## src/inc/frr_defs.svh

```systemverilog
`ifndef FRR_DEFS_SVH
`define FRR_DEFS_SVH
// Command codes
`define FRR_CMD_RESUME 8'h30
`define FRR_CMD_NOP 8'h00
`define FRR_CMD_RST_ARM 8'h66
`define FRR_CMD_RST_EXEC 8'h99
`define FRR_CMD_PTBL_READ 8'h5A
// Parameter table contents
`define FRR_TBL_SIG0 8'h53
`define FRR_TBL_SIG1 8'h46
`define FRR_TBL_SIG2 8'h44
`define FRR_TBL_SIG3 8'h50
`define FRR_TBL_MINOR 8'h06
`define FRR_TBL_MAJOR 8'h01
`define FRR_TBL_NHDR 8'h02
`define FRR_TBL_UNUSED 8'hFF
`define FRR_TBL_STD_ID 8'h00
`define FRR_TBL_STD_LEN 8'h10
`define FRR_TBL_STD_PTR 8'h30
`define FRR_TBL_ZERO 8'h00
`define FRR_TBL_LAST 8'h0F
// Table byte addresses
`define FRR_TA_SIG0 8'h00
`define FRR_TA_SIG1 8'h01
`define FRR_TA_SIG2 8'h02
`define FRR_TA_SIG3 8'h03
`define FRR_TA_MINOR 8'h04
`define FRR_TA_MAJOR 8'h05
`define FRR_TA_NHDR 8'h06
`define FRR_TA_HDR_ID 8'h08
`define FRR_TA_HDR_MINOR 8'h09
`define FRR_TA_HDR_MAJOR 8'h0A
`define FRR_TA_HDR_LEN 8'h0B
`define FRR_TA_PTR0 8'h0C
`define FRR_TA_PTR1 8'h0D
`define FRR_TA_PTR2 8'h0E
// Output enables while shifting table data
`define FRR_OE_SINGLE 4'h2
`define FRR_OE_QUAD 4'hF
// Address and dummy byte counts of a table read
`define FRR_ADDR_BYTES 3'h3
`define FRR_DUMMY_BYTES 3'h1
// Reset recovery time in ns, then in core cycles (rounded up)
`define FRR_RECOVERY_NS 32'h0000_61A8
`define FRR_CLK_NS 32'h0000_0019
`define FRR_RECOVERY_CYC ((`FRR_RECOVERY_NS + `FRR_CLK_NS - 32'h0000_0001) / `FRR_CLK_NS)
// Bit counts per command byte
`define FRR_BITS_SINGLE 4'h8
`define FRR_BITS_QUAD 4'h2
`define FRR_FIFO_DEPTH 16
`define FRR_FIFO_WIDTH 8
`endif

```

## src/inc/frr_pkg.sv

```systemverilog
package frr_pkg;
  typedef enum logic [2:0] {
    FRR_ST_CMD = 3'b000,
    FRR_ST_ADDR = 3'b001,
    FRR_ST_DUMMY = 3'b010,
    FRR_ST_DATA = 3'b011,
    FRR_ST_IGNORE = 3'b100
  } frr_state_t;
endpackage : frr_pkg

```

## src/inc/frr_fifo_if.sv

```systemverilog
`timescale 1ns/1ps
interface frr_fifo_if;
  logic [7:0] wr_data;
  logic wr_valid;
  logic wr_ready;
  logic [7:0] rd_data;
  logic rd_valid;
  logic rd_ready;
  modport src (output wr_data, output wr_valid, input wr_ready,
    input rd_data, input rd_valid, output rd_ready);
  modport buf_side (input wr_data, input wr_valid, output wr_ready,
    output rd_data, output rd_valid, input rd_ready);
endinterface : frr_fifo_if

```

## src/rtl/frr_cmd.sv

```systemverilog
// Operation
// - Resume is one byte 30h framed alone by chip select; resumes suspended write.
// - Accepted resume clears the erase-held and program-held flags.
// - Busy stays set after resume until resumed internal write completes.
// - Resume needs no earlier write-latch-set command.
// - Resume ignored while performance enhance mode is on.
// - No-operation only cancels a pending reset-arm, nothing else.
// - Commands take 8 clocks single-line or 2 clocks four-line.
// - Software reset restores standby and all volatile power-on defaults; here it clears busy, both held flags and the arm, not the mode inputs.
// - Reset-execute acts only right after reset-arm; others cancel arm.
// - Reset during program or erase aborts it; data may be lost.
// - Reset needs recovery time; host waits before new commands.
// - Table read: 5Ah, three address bytes, one dummy, then data out.
// - Raising chip select during data output stops the drive.
// - Byte 06h is header count 02h; byte 07h reads FFh.
// - Header at 08h: id 00h, minor 06h, major 01h.
// - Byte 0Bh gives the standard table length 10h double words.
// - Bytes 0Ch-0Eh give pointer 30h LSB first; 0Fh reads FFh.
`timescale 1ns/1ps
`include "frr_defs.svh"
module frr_cmd (
  input wire logic core_clk,
  input wire logic arst_n,
  input wire logic cs_n,
  input wire logic sclk,
  input wire logic [3:0] sio_in,
  input wire logic four_line_cmd_mode,
  input wire logic perf_enh_mode,
  input wire logic erase_held_set,
  input wire logic program_held_set,
  input wire logic write_done,
  output logic [3:0] sio_out,
  output logic [3:0] sio_oe,
  output logic erase_held_flag,
  output logic program_held_flag,
  output logic busy_flag,
  output logic resume_pulse,
  output logic soft_reset_pulse,
  output logic write_abort_pulse,
  output logic recovering,
  output logic reset_arm_cmd
);
  logic cs_n_s;
  logic sclk_s;
  logic [3:0] sio_s;
  logic sclk_d_reg;
  logic rise;
  logic fall;
  logic cs_rise;
  logic cs_d_reg;
  frr_pkg::frr_state_t state_reg;
  logic [7:0] shift_reg;
  logic [3:0] bit_cnt_reg;
  logic [2:0] byte_cnt_reg;
  logic [7:0] cmd_reg;
  logic [7:0] tbl_addr_reg;
  logic [7:0] out_byte_reg;
  logic [3:0] out_cnt_reg;
  logic [7:0] prod_cnt_reg;
  logic [7:0] tbl_addr;
  logic prod_push;
  logic load;
  logic [7:0] next_byte;
  logic [7:0] shift_src;
  logic cmd_first;
  logic cmd_ok;
  logic resume_go;
  logic rst_go;
  logic [3:0] bits_per_byte;
  logic [7:0] byte_in;
  logic byte_done;
  logic frame_bytes_reg;
  logic [31:0] rec_cnt_reg;
  logic param_table_read_cmd;
  frr_fifo_if ff ();

  // Pins from the host are asynchronous to core_clk
  frr_sync #(.WIDTH(6)) u_sync (
    .clk(core_clk),
    .arst_n(arst_n),
    .d({cs_n, sclk, sio_in}),
    .q({cs_n_s, sclk_s, sio_s})
  );

  // Edge detection on the synchronised serial clock and select
  always_ff @(posedge core_clk or negedge arst_n) begin
    if (!arst_n) begin
      sclk_d_reg <= 1'b0;
      cs_d_reg <= 1'b1;
    end else begin
      sclk_d_reg <= sclk_s;
      cs_d_reg <= cs_n_s;
    end
  end
  assign rise = sclk_s && !sclk_d_reg && !cs_n_s;
  assign fall = !sclk_s && sclk_d_reg && !cs_n_s;
  assign cs_rise = cs_n_s && !cs_d_reg;

  assign bits_per_byte = four_line_cmd_mode ? `FRR_BITS_QUAD : `FRR_BITS_SINGLE;
  // Upper lines ignored in single-line mode
  assign byte_in = four_line_cmd_mode ? {shift_reg[3:0], sio_s} : {shift_reg[6:0], sio_s[0]};
  assign byte_done = rise && (bit_cnt_reg == bits_per_byte - 4'h1);
  // Table read past its address bytes
  assign param_table_read_cmd = (state_reg == frr_pkg::FRR_ST_DUMMY) ||
    (state_reg == frr_pkg::FRR_ST_DATA);

  // Bit shifter; restarts at every frame
  always_ff @(posedge core_clk or negedge arst_n) begin
    if (!arst_n) begin
      shift_reg <= 8'h00;
      bit_cnt_reg <= 4'h0;
    end else if (cs_n_s) begin
      bit_cnt_reg <= 4'h0;
    end else if (rise) begin
      shift_reg <= byte_in;
      bit_cnt_reg <= byte_done ? 4'h0 : bit_cnt_reg + 4'h1;
    end
  end

  // Frame decoder; single-byte commands act only when select rises
  always_ff @(posedge core_clk or negedge arst_n) begin
    if (!arst_n) begin
      state_reg <= frr_pkg::FRR_ST_CMD;
      cmd_reg <= 8'h00;
      byte_cnt_reg <= 3'h0;
      tbl_addr_reg <= 8'h00;
      frame_bytes_reg <= 1'b0;
    end else if (cs_n_s) begin
      state_reg <= frr_pkg::FRR_ST_CMD;
      frame_bytes_reg <= 1'b0;
    end else if (byte_done) begin
      byte_cnt_reg <= 3'h0;
      case (state_reg)
        frr_pkg::FRR_ST_CMD: begin
          cmd_reg <= byte_in;
          state_reg <= (byte_in == `FRR_CMD_PTBL_READ) ? frr_pkg::FRR_ST_ADDR
                                                       : frr_pkg::FRR_ST_IGNORE;
        end
        frr_pkg::FRR_ST_ADDR: begin
          tbl_addr_reg <= byte_in;
          byte_cnt_reg <= byte_cnt_reg + 3'h1;
          if (byte_cnt_reg == `FRR_ADDR_BYTES - 3'h1) begin
            state_reg <= frr_pkg::FRR_ST_DUMMY;
            byte_cnt_reg <= 3'h0;
          end
        end
        frr_pkg::FRR_ST_DUMMY: begin
          if (byte_cnt_reg == `FRR_DUMMY_BYTES - 3'h1) begin
            state_reg <= frr_pkg::FRR_ST_DATA;
          end
        end
        frr_pkg::FRR_ST_DATA: begin
          state_reg <= frr_pkg::FRR_ST_DATA;
        end
        frr_pkg::FRR_ST_IGNORE: begin
          frame_bytes_reg <= 1'b1;
        end
        default: begin
          state_reg <= frr_pkg::FRR_ST_CMD;
        end
      endcase
    end
  end

  // Table contents by byte address
  function automatic logic [7:0] tbl_byte(input logic [7:0] a);
    logic [7:0] v;
    v = `FRR_TBL_UNUSED;
    case (a)
      `FRR_TA_SIG0: v = `FRR_TBL_SIG0;
      `FRR_TA_SIG1: v = `FRR_TBL_SIG1;
      `FRR_TA_SIG2: v = `FRR_TBL_SIG2;
      `FRR_TA_SIG3: v = `FRR_TBL_SIG3;
      `FRR_TA_MINOR: v = `FRR_TBL_MINOR;
      `FRR_TA_MAJOR: v = `FRR_TBL_MAJOR;
      `FRR_TA_NHDR: v = `FRR_TBL_NHDR;
      `FRR_TA_HDR_ID: v = `FRR_TBL_STD_ID;
      `FRR_TA_HDR_MINOR: v = `FRR_TBL_MINOR;
      `FRR_TA_HDR_MAJOR: v = `FRR_TBL_MAJOR;
      `FRR_TA_HDR_LEN: v = `FRR_TBL_STD_LEN;
      `FRR_TA_PTR0: v = `FRR_TBL_STD_PTR;
      `FRR_TA_PTR1: v = `FRR_TBL_ZERO;
      `FRR_TA_PTR2: v = `FRR_TBL_ZERO;
      // Bytes 07h, 0Fh and everything past the header read FFh
      default: v = `FRR_TBL_UNUSED;
    endcase
    return v;
  endfunction : tbl_byte

  // Prefetch address; the 8-bit sum wraps, so a very long read starts over
  assign tbl_addr = tbl_addr_reg + prod_cnt_reg;
  assign ff.wr_valid = param_table_read_cmd && !cs_n_s;
  assign ff.wr_data = tbl_byte(tbl_addr);
  assign prod_push = ff.wr_valid && ff.wr_ready;

  // Prefetch counter, restarted with every frame
  always_ff @(posedge core_clk or negedge arst_n) begin
    if (!arst_n) begin
      prod_cnt_reg <= 8'h00;
    end else if (cs_n_s) begin
      prod_cnt_reg <= 8'h00;
    end else if (prod_push) begin
      prod_cnt_reg <= prod_cnt_reg + 8'h01;
    end
  end

  // Buffer hides the lookup from the shifter; flushed whenever select is high
  frr_fifo #(.WIDTH(`FRR_FIFO_WIDTH), .DEPTH(`FRR_FIFO_DEPTH)) u_fifo (
    .clk(core_clk),
    .arst_n(arst_n),
    .flush(cs_n_s),
    .f(ff)
  );

  // Shifter takes a new byte at the first falling clock of each byte
  assign load = fall && (state_reg == frr_pkg::FRR_ST_DATA) && (out_cnt_reg == 4'h0);
  assign ff.rd_ready = load;
  // Prefetch runs well ahead, but an empty buffer would read as FFh
  assign next_byte = ff.rd_valid ? ff.rd_data : `FRR_TBL_UNUSED;
  assign shift_src = load ? next_byte : out_byte_reg;

  // data out on falling edges
  // Bits change on the falling clock, so they are settled at the host's rising edge
  always_ff @(posedge core_clk or negedge arst_n) begin
    if (!arst_n) begin
      sio_out <= 4'h0;
      out_byte_reg <= 8'h00;
      out_cnt_reg <= 4'h0;
    end else if (cs_n_s || state_reg != frr_pkg::FRR_ST_DATA) begin
      out_cnt_reg <= 4'h0;
    end else if (fall) begin
      out_cnt_reg <= load ? bits_per_byte - 4'h1 : out_cnt_reg - 4'h1;
      if (four_line_cmd_mode) begin
        sio_out <= shift_src[7:4];
        out_byte_reg <= {shift_src[3:0], 4'h0};
      end else begin
        sio_out <= {2'h0, shift_src[7], 1'h0};
        out_byte_reg <= {shift_src[6:0], 1'h0};
      end
    end
  end

  // drive stops with select
  // Select passes the synchroniser, so the drive lasts three core cycles past it
  always_ff @(posedge core_clk or negedge arst_n) begin
    if (!arst_n) begin
      sio_oe <= 4'h0;
    end else if (cs_n_s || state_reg != frr_pkg::FRR_ST_DATA) begin
      sio_oe <= 4'h0;
    end else if (load) begin
      sio_oe <= four_line_cmd_mode ? `FRR_OE_QUAD : `FRR_OE_SINGLE;
    end
  end

  // One-byte commands count only when select rises on a byte boundary
  assign cmd_first = byte_done && (state_reg == frr_pkg::FRR_ST_CMD);
  assign cmd_ok = cs_rise && (state_reg == frr_pkg::FRR_ST_IGNORE) && !frame_bytes_reg
    && (bit_cnt_reg == 4'h0) && !recovering;
  assign resume_go = cmd_ok && (cmd_reg == `FRR_CMD_RESUME) && !perf_enh_mode
    && (erase_held_flag || program_held_flag);
  assign rst_go = cmd_ok && (cmd_reg == `FRR_CMD_RST_EXEC) && reset_arm_cmd;

  // other command bytes disarm
  // The execute byte itself must not disarm, or the reset could never fire
  always_ff @(posedge core_clk or negedge arst_n) begin
    if (!arst_n) begin
      reset_arm_cmd <= 1'b0;
    end else if (cmd_first && byte_in != `FRR_CMD_RST_EXEC) begin
      reset_arm_cmd <= 1'b0;
    end else if (cs_rise) begin
      reset_arm_cmd <= cmd_ok && (cmd_reg == `FRR_CMD_RST_ARM);
    end
  end

  // held flags cleared on resume
  // A new suspend in the same cycle wins over the clear
  always_ff @(posedge core_clk or negedge arst_n) begin
    if (!arst_n) begin
      erase_held_flag <= 1'b0;
      program_held_flag <= 1'b0;
    end else begin
      if (erase_held_set) begin
        erase_held_flag <= 1'b1;
      end else if (resume_go || rst_go) begin
        erase_held_flag <= 1'b0;
      end
      if (program_held_set) begin
        program_held_flag <= 1'b1;
      end else if (resume_go || rst_go) begin
        program_held_flag <= 1'b0;
      end
    end
  end

  always_ff @(posedge core_clk or negedge arst_n) begin
    if (!arst_n) begin
      busy_flag <= 1'b0;
    end else if (resume_go) begin
      busy_flag <= 1'b1;
    end else if (write_done || rst_go) begin
      busy_flag <= 1'b0;
    end
  end

  // Event pulses for the write engine, one cycle each
  // abort only if busy
  always_ff @(posedge core_clk or negedge arst_n) begin
    if (!arst_n) begin
      resume_pulse <= 1'b0;
      soft_reset_pulse <= 1'b0;
      write_abort_pulse <= 1'b0;
    end else begin
      resume_pulse <= resume_go;
      soft_reset_pulse <= rst_go;
      write_abort_pulse <= rst_go && busy_flag;
    end
  end

  always_ff @(posedge core_clk or negedge arst_n) begin
    if (!arst_n) begin
      rec_cnt_reg <= 32'h0000_0000;
      recovering <= 1'b0;
    end else if (rst_go) begin
      rec_cnt_reg <= `FRR_RECOVERY_CYC;
      recovering <= 1'b1;
    end else if (rec_cnt_reg != 32'h0000_0000) begin
      rec_cnt_reg <= rec_cnt_reg - 32'h0000_0001;
      recovering <= (rec_cnt_reg != 32'h0000_0001);
    end
  end
endmodule : frr_cmd

```

## src/rtl/frr_fifo.sv

```systemverilog
`timescale 1ns/1ps
module frr_fifo #(
  parameter int WIDTH = 8,
  parameter int DEPTH = 16
) (
  input wire logic clk,
  input wire logic arst_n,
  input wire logic flush,
  frr_fifo_if.buf_side f
);
  localparam int AW = $clog2(DEPTH);
  logic [WIDTH-1:0] mem [DEPTH];
  logic [AW-1:0] wptr_reg;
  logic [AW-1:0] rptr_reg;
  logic [AW:0] count_reg;
  logic push;
  logic pop;

  // Handshakes on both sides
  assign f.wr_ready = (count_reg != (AW+1)'(DEPTH)) && !flush;
  assign f.rd_valid = (count_reg != '0);
  assign f.rd_data = mem[rptr_reg];
  assign push = f.wr_valid && f.wr_ready;
  assign pop = f.rd_valid && f.rd_ready && !flush;

  // Storage needs no reset
  always_ff @(posedge clk) begin
    if (push) begin
      mem[wptr_reg] <= f.wr_data;
    end
  end

  // Pointers and fill level; flush drops everything at frame end
  always_ff @(posedge clk or negedge arst_n) begin
    if (!arst_n) begin
      wptr_reg <= '0;
      rptr_reg <= '0;
      count_reg <= '0;
    end else if (flush) begin
      wptr_reg <= '0;
      rptr_reg <= '0;
      count_reg <= '0;
    end else begin
      if (push) begin
        wptr_reg <= wptr_reg + AW'(1);
      end
      if (pop) begin
        rptr_reg <= rptr_reg + AW'(1);
      end
      count_reg <= count_reg + (AW+1)'(push) - (AW+1)'(pop);
    end
  end
endmodule : frr_fifo

```

## src/rtl/frr_sync.sv

```systemverilog
`timescale 1ns/1ps
module frr_sync #(
  parameter int WIDTH = 1
) (
  input wire logic clk,
  input wire logic arst_n,
  input wire logic [WIDTH-1:0] d,
  output logic [WIDTH-1:0] q
);
  logic [WIDTH-1:0] meta_reg;

  // Two stages; first stage read only by the second
  always_ff @(posedge clk or negedge arst_n) begin
    if (!arst_n) begin
      meta_reg <= '1;
      q <= '1;
    end else begin
      meta_reg <= d;
      q <= meta_reg;
    end
  end
endmodule : frr_sync

```

## config.mk

```make
export PLATFORM = sky130hd
export DESIGN_NAME = frr_cmd
export DESIGN_NICKNAME = d
export VERILOG_FILES = /design/src/inc/frr_pkg.sv /design/src/inc/frr_fifo_if.sv /design/src/rtl/frr_cmd.sv /design/src/rtl/frr_fifo.sv /design/src/rtl/frr_sync.sv
export VERILOG_INCLUDE_DIRS = /design/src /design/src/inc
export SDC_FILE = /design/constraint.sdc
export NUM_CORES = 1
export LEC_CHECK = 0
export ABC_CLOCK_PERIOD_IN_PS = 3850
export BUFFER_PORTS_ARGS = -buffer_cell sky130_fd_sc_hd__buf_2
export CELL_PAD_IN_SITES_DETAIL_PLACEMENT = 1
export CELL_PAD_IN_SITES_GLOBAL_PLACEMENT = 1
export CORE_UTILIZATION = 35
export CTS_CLUSTER_SIZE = 30
export DETAILED_ROUTE_END_ITERATION = 6
export PLACE_DENSITY_LB_ADDON = 0.12
export SYNTH_ARGS = -nofsm -noshare
export SYNTH_HDL_FRONTEND = slang
export SYNTH_SLANG_ARGS = --single-unit
```

## constraint.sdc

```tcl
create_clock -name core_clk -period 3.85 [get_ports core_clk]
set_input_delay 0.385 -clock core_clk [delete_from_list [all_inputs] [get_ports core_clk]]
set_output_delay 0.385 -clock core_clk [all_outputs]
set_load 0.05 [all_outputs]
```

==> results.json <==
{
  "status": "complete, no violations",
  "slew_headroom_pct": 22.8,
  "start_util_pct": 35.5,
  "drt-initial-drc-count": 293,
  "fin_skew_ns": 0.0163,
  "grt_antenna_before_repair": 0,
  "synth_cell_types": 78,
  "syn_area_per_cell_sq_um": 12.6,
  "antenna_left": 0,
  "clkSlewWorstSetupHoldPaths_ns": 0.06,
  "critical-path-slowest-cell": "o21ai_1",
  "post-route-period-util_pct": 82.9,
  "clockBufferDepth": 3,
  "r2r_slack_ns": 0.66,
  "endpoint_kind": "register",
  "numCtsBuffers": 28,
  "gr-usage-all-layers_pct": 16.8,
  "power_frac_comb_pct": 9.9,
  "synth_top_cell_area_share_pct": 30.1,
  "cts_max_level": 1,
  "slew_viol_final": 0,
  "grt_overflow": 0,
  "synth_area_leaders": "edfxtp_1, dfrtp_1, mux4_2",
  "period_needed_ns": 3.19,
  "synthFlopType": "dfrtp_1",
  "max_stage_delay_ns": 0.83,
  "r2r-end": "u_fifo.mem[4][2]$_DFFE_PP_",
  "crit_path_max_fanout": 16,
  "hpwlAfterDp_um": 17900,
  "yosys.area.top_type": "edfxtp_1",
  "crit_family": "compound AO/OA/AOI/OAI gates",
  "drc": 0,
  "min_delay_worst_endpoint": "resume_pulse$_DFF_PN0_",
  "switching_share_pct": 25.8,
  "antenna_cells": 0,
  "core_area_sq_mm": 0.0315,
  "wl_per_cell_um": 19.6,
  "grt_first_pass_wirelength_um": 43300,
  "total_leakage_power_nw": 5.24,
  "fin_util_pct": 40.5,
  "setup_tns_ns": 0,
  "area_delta_synth_final_pct": 14.3,
  "vdd_drop_max_v": 0.000270,
  "grt_start_max_net_pins": 95,
  "chipHeight_um": 181,
  "drive_gt1_share_pct": 16.4,
  "hold_violations": 0,
  "critPathBufInv": 1,
  "r2r-start": "prod_cnt_reg[0]$_DFFE_PN0P_",
  "whs_path_depth": 2,
  "cts_sinks": 238,
  "seqPwrFrac_pct": 48.6,
  "fin_cells": 1355,
  "drt_pass1_iterations": 4,
  "synth_edf_count": 112,
  "cts_tree": "done",
  "vias": 7138,
  "path_cells": "ha_1, inv_1, fa_1, xor2_1, nand2_1, and3_1, o21ai_1",
  "tightestPinTransition_ns": 1.15,
  "p_per_area_mw_per_mm2": 488,
  "p_int_mw": 4.62,
  "hold_start": "perf_enh_mode",
  "num_rows": 65,
  "synth_seq_area_share_pct": 58.5,
  "hold_class": "input pin to register",
  "grt_pass1_vias": 7614,
  "critical_path_arrival_ns": 3.37,
  "place_inst": 1295,
  "cp_data_required_time_ns": 4.03,
  "power.switching_mw": 1.61,
  "syn_inst": 885,
  "p_clk_share_pct": 41.5,
  "root_buffer": "clkbuf_16",
  "ios": 29,
  "setup_violations": 0,
  "crit_path_start_kind": "register",
  "synth_async_sr_flop_share_pct": 52.9,
  "fin_nets": 979,
  "numPortBuffers": 28,
  "maxCapViolations": 0,
  "clock_latency_ns": 0.54,
  "rsz0062_at_grt": "no",
  "wirelength_um": 26600,
  "critPathKind": "register to register",
  "synthesis.area_sq_mm": 0.0112,
  "postCtsSetupBuffers": 0,
  "die_width_um": 181,
  "largest_reg_flops": 112,
  "routabilityCongestion": 0.725,
  "dieArea_sq_mm": 0.0326,
  "reg2reg_depth": 7,
  "syn_nets": 932,
  "synth_warnings": 0,
  "via_per_inst": 5.27,
  "fmax_mhz": 313,
  "synth.ff_latch_count": 238
}
## cells by family after synthesis
kind of cell             count (synthesis)  share of synthesized area (%)
AND/OR/NAND/NOR                        296                           15.2
flip-flops                             238                           58.5
AO/OA/AOI/OAI                          168                           9.81
buffers and inverters                   76                           2.87
multiplexers                            48                           7.38
adder cells (fa/ha/maj)                 34                           3.95
XOR/XNOR                                25                           2.21
## repair_timing
item	in CTS	in global routing
gates resized for setup	0	0
hold buffers	9	0
hold endpoints to repair	39	0
## Yosys cell counts (14+ instances only)
cell type and number:
a21oi_1 37, nand3_1 21, mux4_2 27, inv_1 39, ha_1 32, nor3_1 17, or3_1 17, mux2i_1 17
edfxtp_1 112, clkbuf_1 19, nor2_1 51, xor2_1 14, o21ai_0 47, dfrtp_1 113, nand2_1 65, nand2b_1 16
## placed cells by master, fill, tap and decap left out, drive strengths merged, types with 14 or more instances in the layout
master    n
buf      45
a21oi    37
o21ai    48
nand3    22
nand2b   16
xor2     14
edfxtp  112
dfrtp   113
nor3     20
nor2     51
or3      17
inv      40
ha       32
nand2    65
clkbuf   39
mux2i    17
mux4     27
## metrics by stage
stage	setup slack [ns]	total power, mW	instance area (sq um)	hold slack [ns]
final	0.660	6.23	12800	0.0547
after global routing	0.309	6.52	12800	0.0443
after CTS	0.615	6.32	12800	0.0182
after detailed placement	0.670	3.69	11800	0.347
after global placement	0.767	3.67	11800	0.346
after floorplan	0.843	3.48	11200	0.0894
## cell type report
class | count | area, sq um
fillers | 3297 | 18700
flip-flops and latches | 238 | 6530
multi-input cells | 571 | 4310
clock buffers | 39 | 823
well taps | 402 | 503
repair buffers | 54 | 364
inverters | 39 | 146
clock inverters | 12 | 80.1
## worst max-delay path by stage
stage | slack, ns | end | cells after the start | startpoint
floorplan | 0.84 | u_fifo.count_reg[4]$_DFF_PN0_ | 18 | out_cnt_reg[0]$_DFFE_PN0P_
global placement | 0.77 | u_fifo.mem[3][2]$_DFFE_PP_ | 7 | prod_cnt_reg[0]$_DFFE_PN0P_
detailed placement | 0.67 | u_fifo.mem[3][2]$_DFFE_PP_ | 7 | prod_cnt_reg[0]$_DFFE_PN0P_
CTS | 0.61 | u_fifo.mem[4][2]$_DFFE_PP_ | 7 | prod_cnt_reg[0]$_DFFE_PN0P_
global route | 0.31 | u_fifo.mem[4][2]$_DFFE_PP_ | 7 | prod_cnt_reg[0]$_DFFE_PN0P_
finish | 0.66 | u_fifo.mem[4][2]$_DFFE_PP_ | 7 | prod_cnt_reg[0]$_DFFE_PN0P_
## layer usage
layer	part of all wire (%)	vias up	global-route usage, %
met4	1.6	0	3.79
met5	0	-	0
met3	2.8	30	2.14
li1	-	3413	-
met2	46	80	26.9
met1	50	3615	24.2
## power groups by stage
stage	Sequential [mW]	Combinational, mW	Clock (mW)
final	3.03	0.616	2.58
after detailed placement	3.08	0.615	0
after CTS	3.03	0.627	2.67
after floorplan	3.02	0.455	0
after global placement	3.07	0.602	0
after global routing	3.06	0.710	2.75
Power figures use the tool's default switching activity.
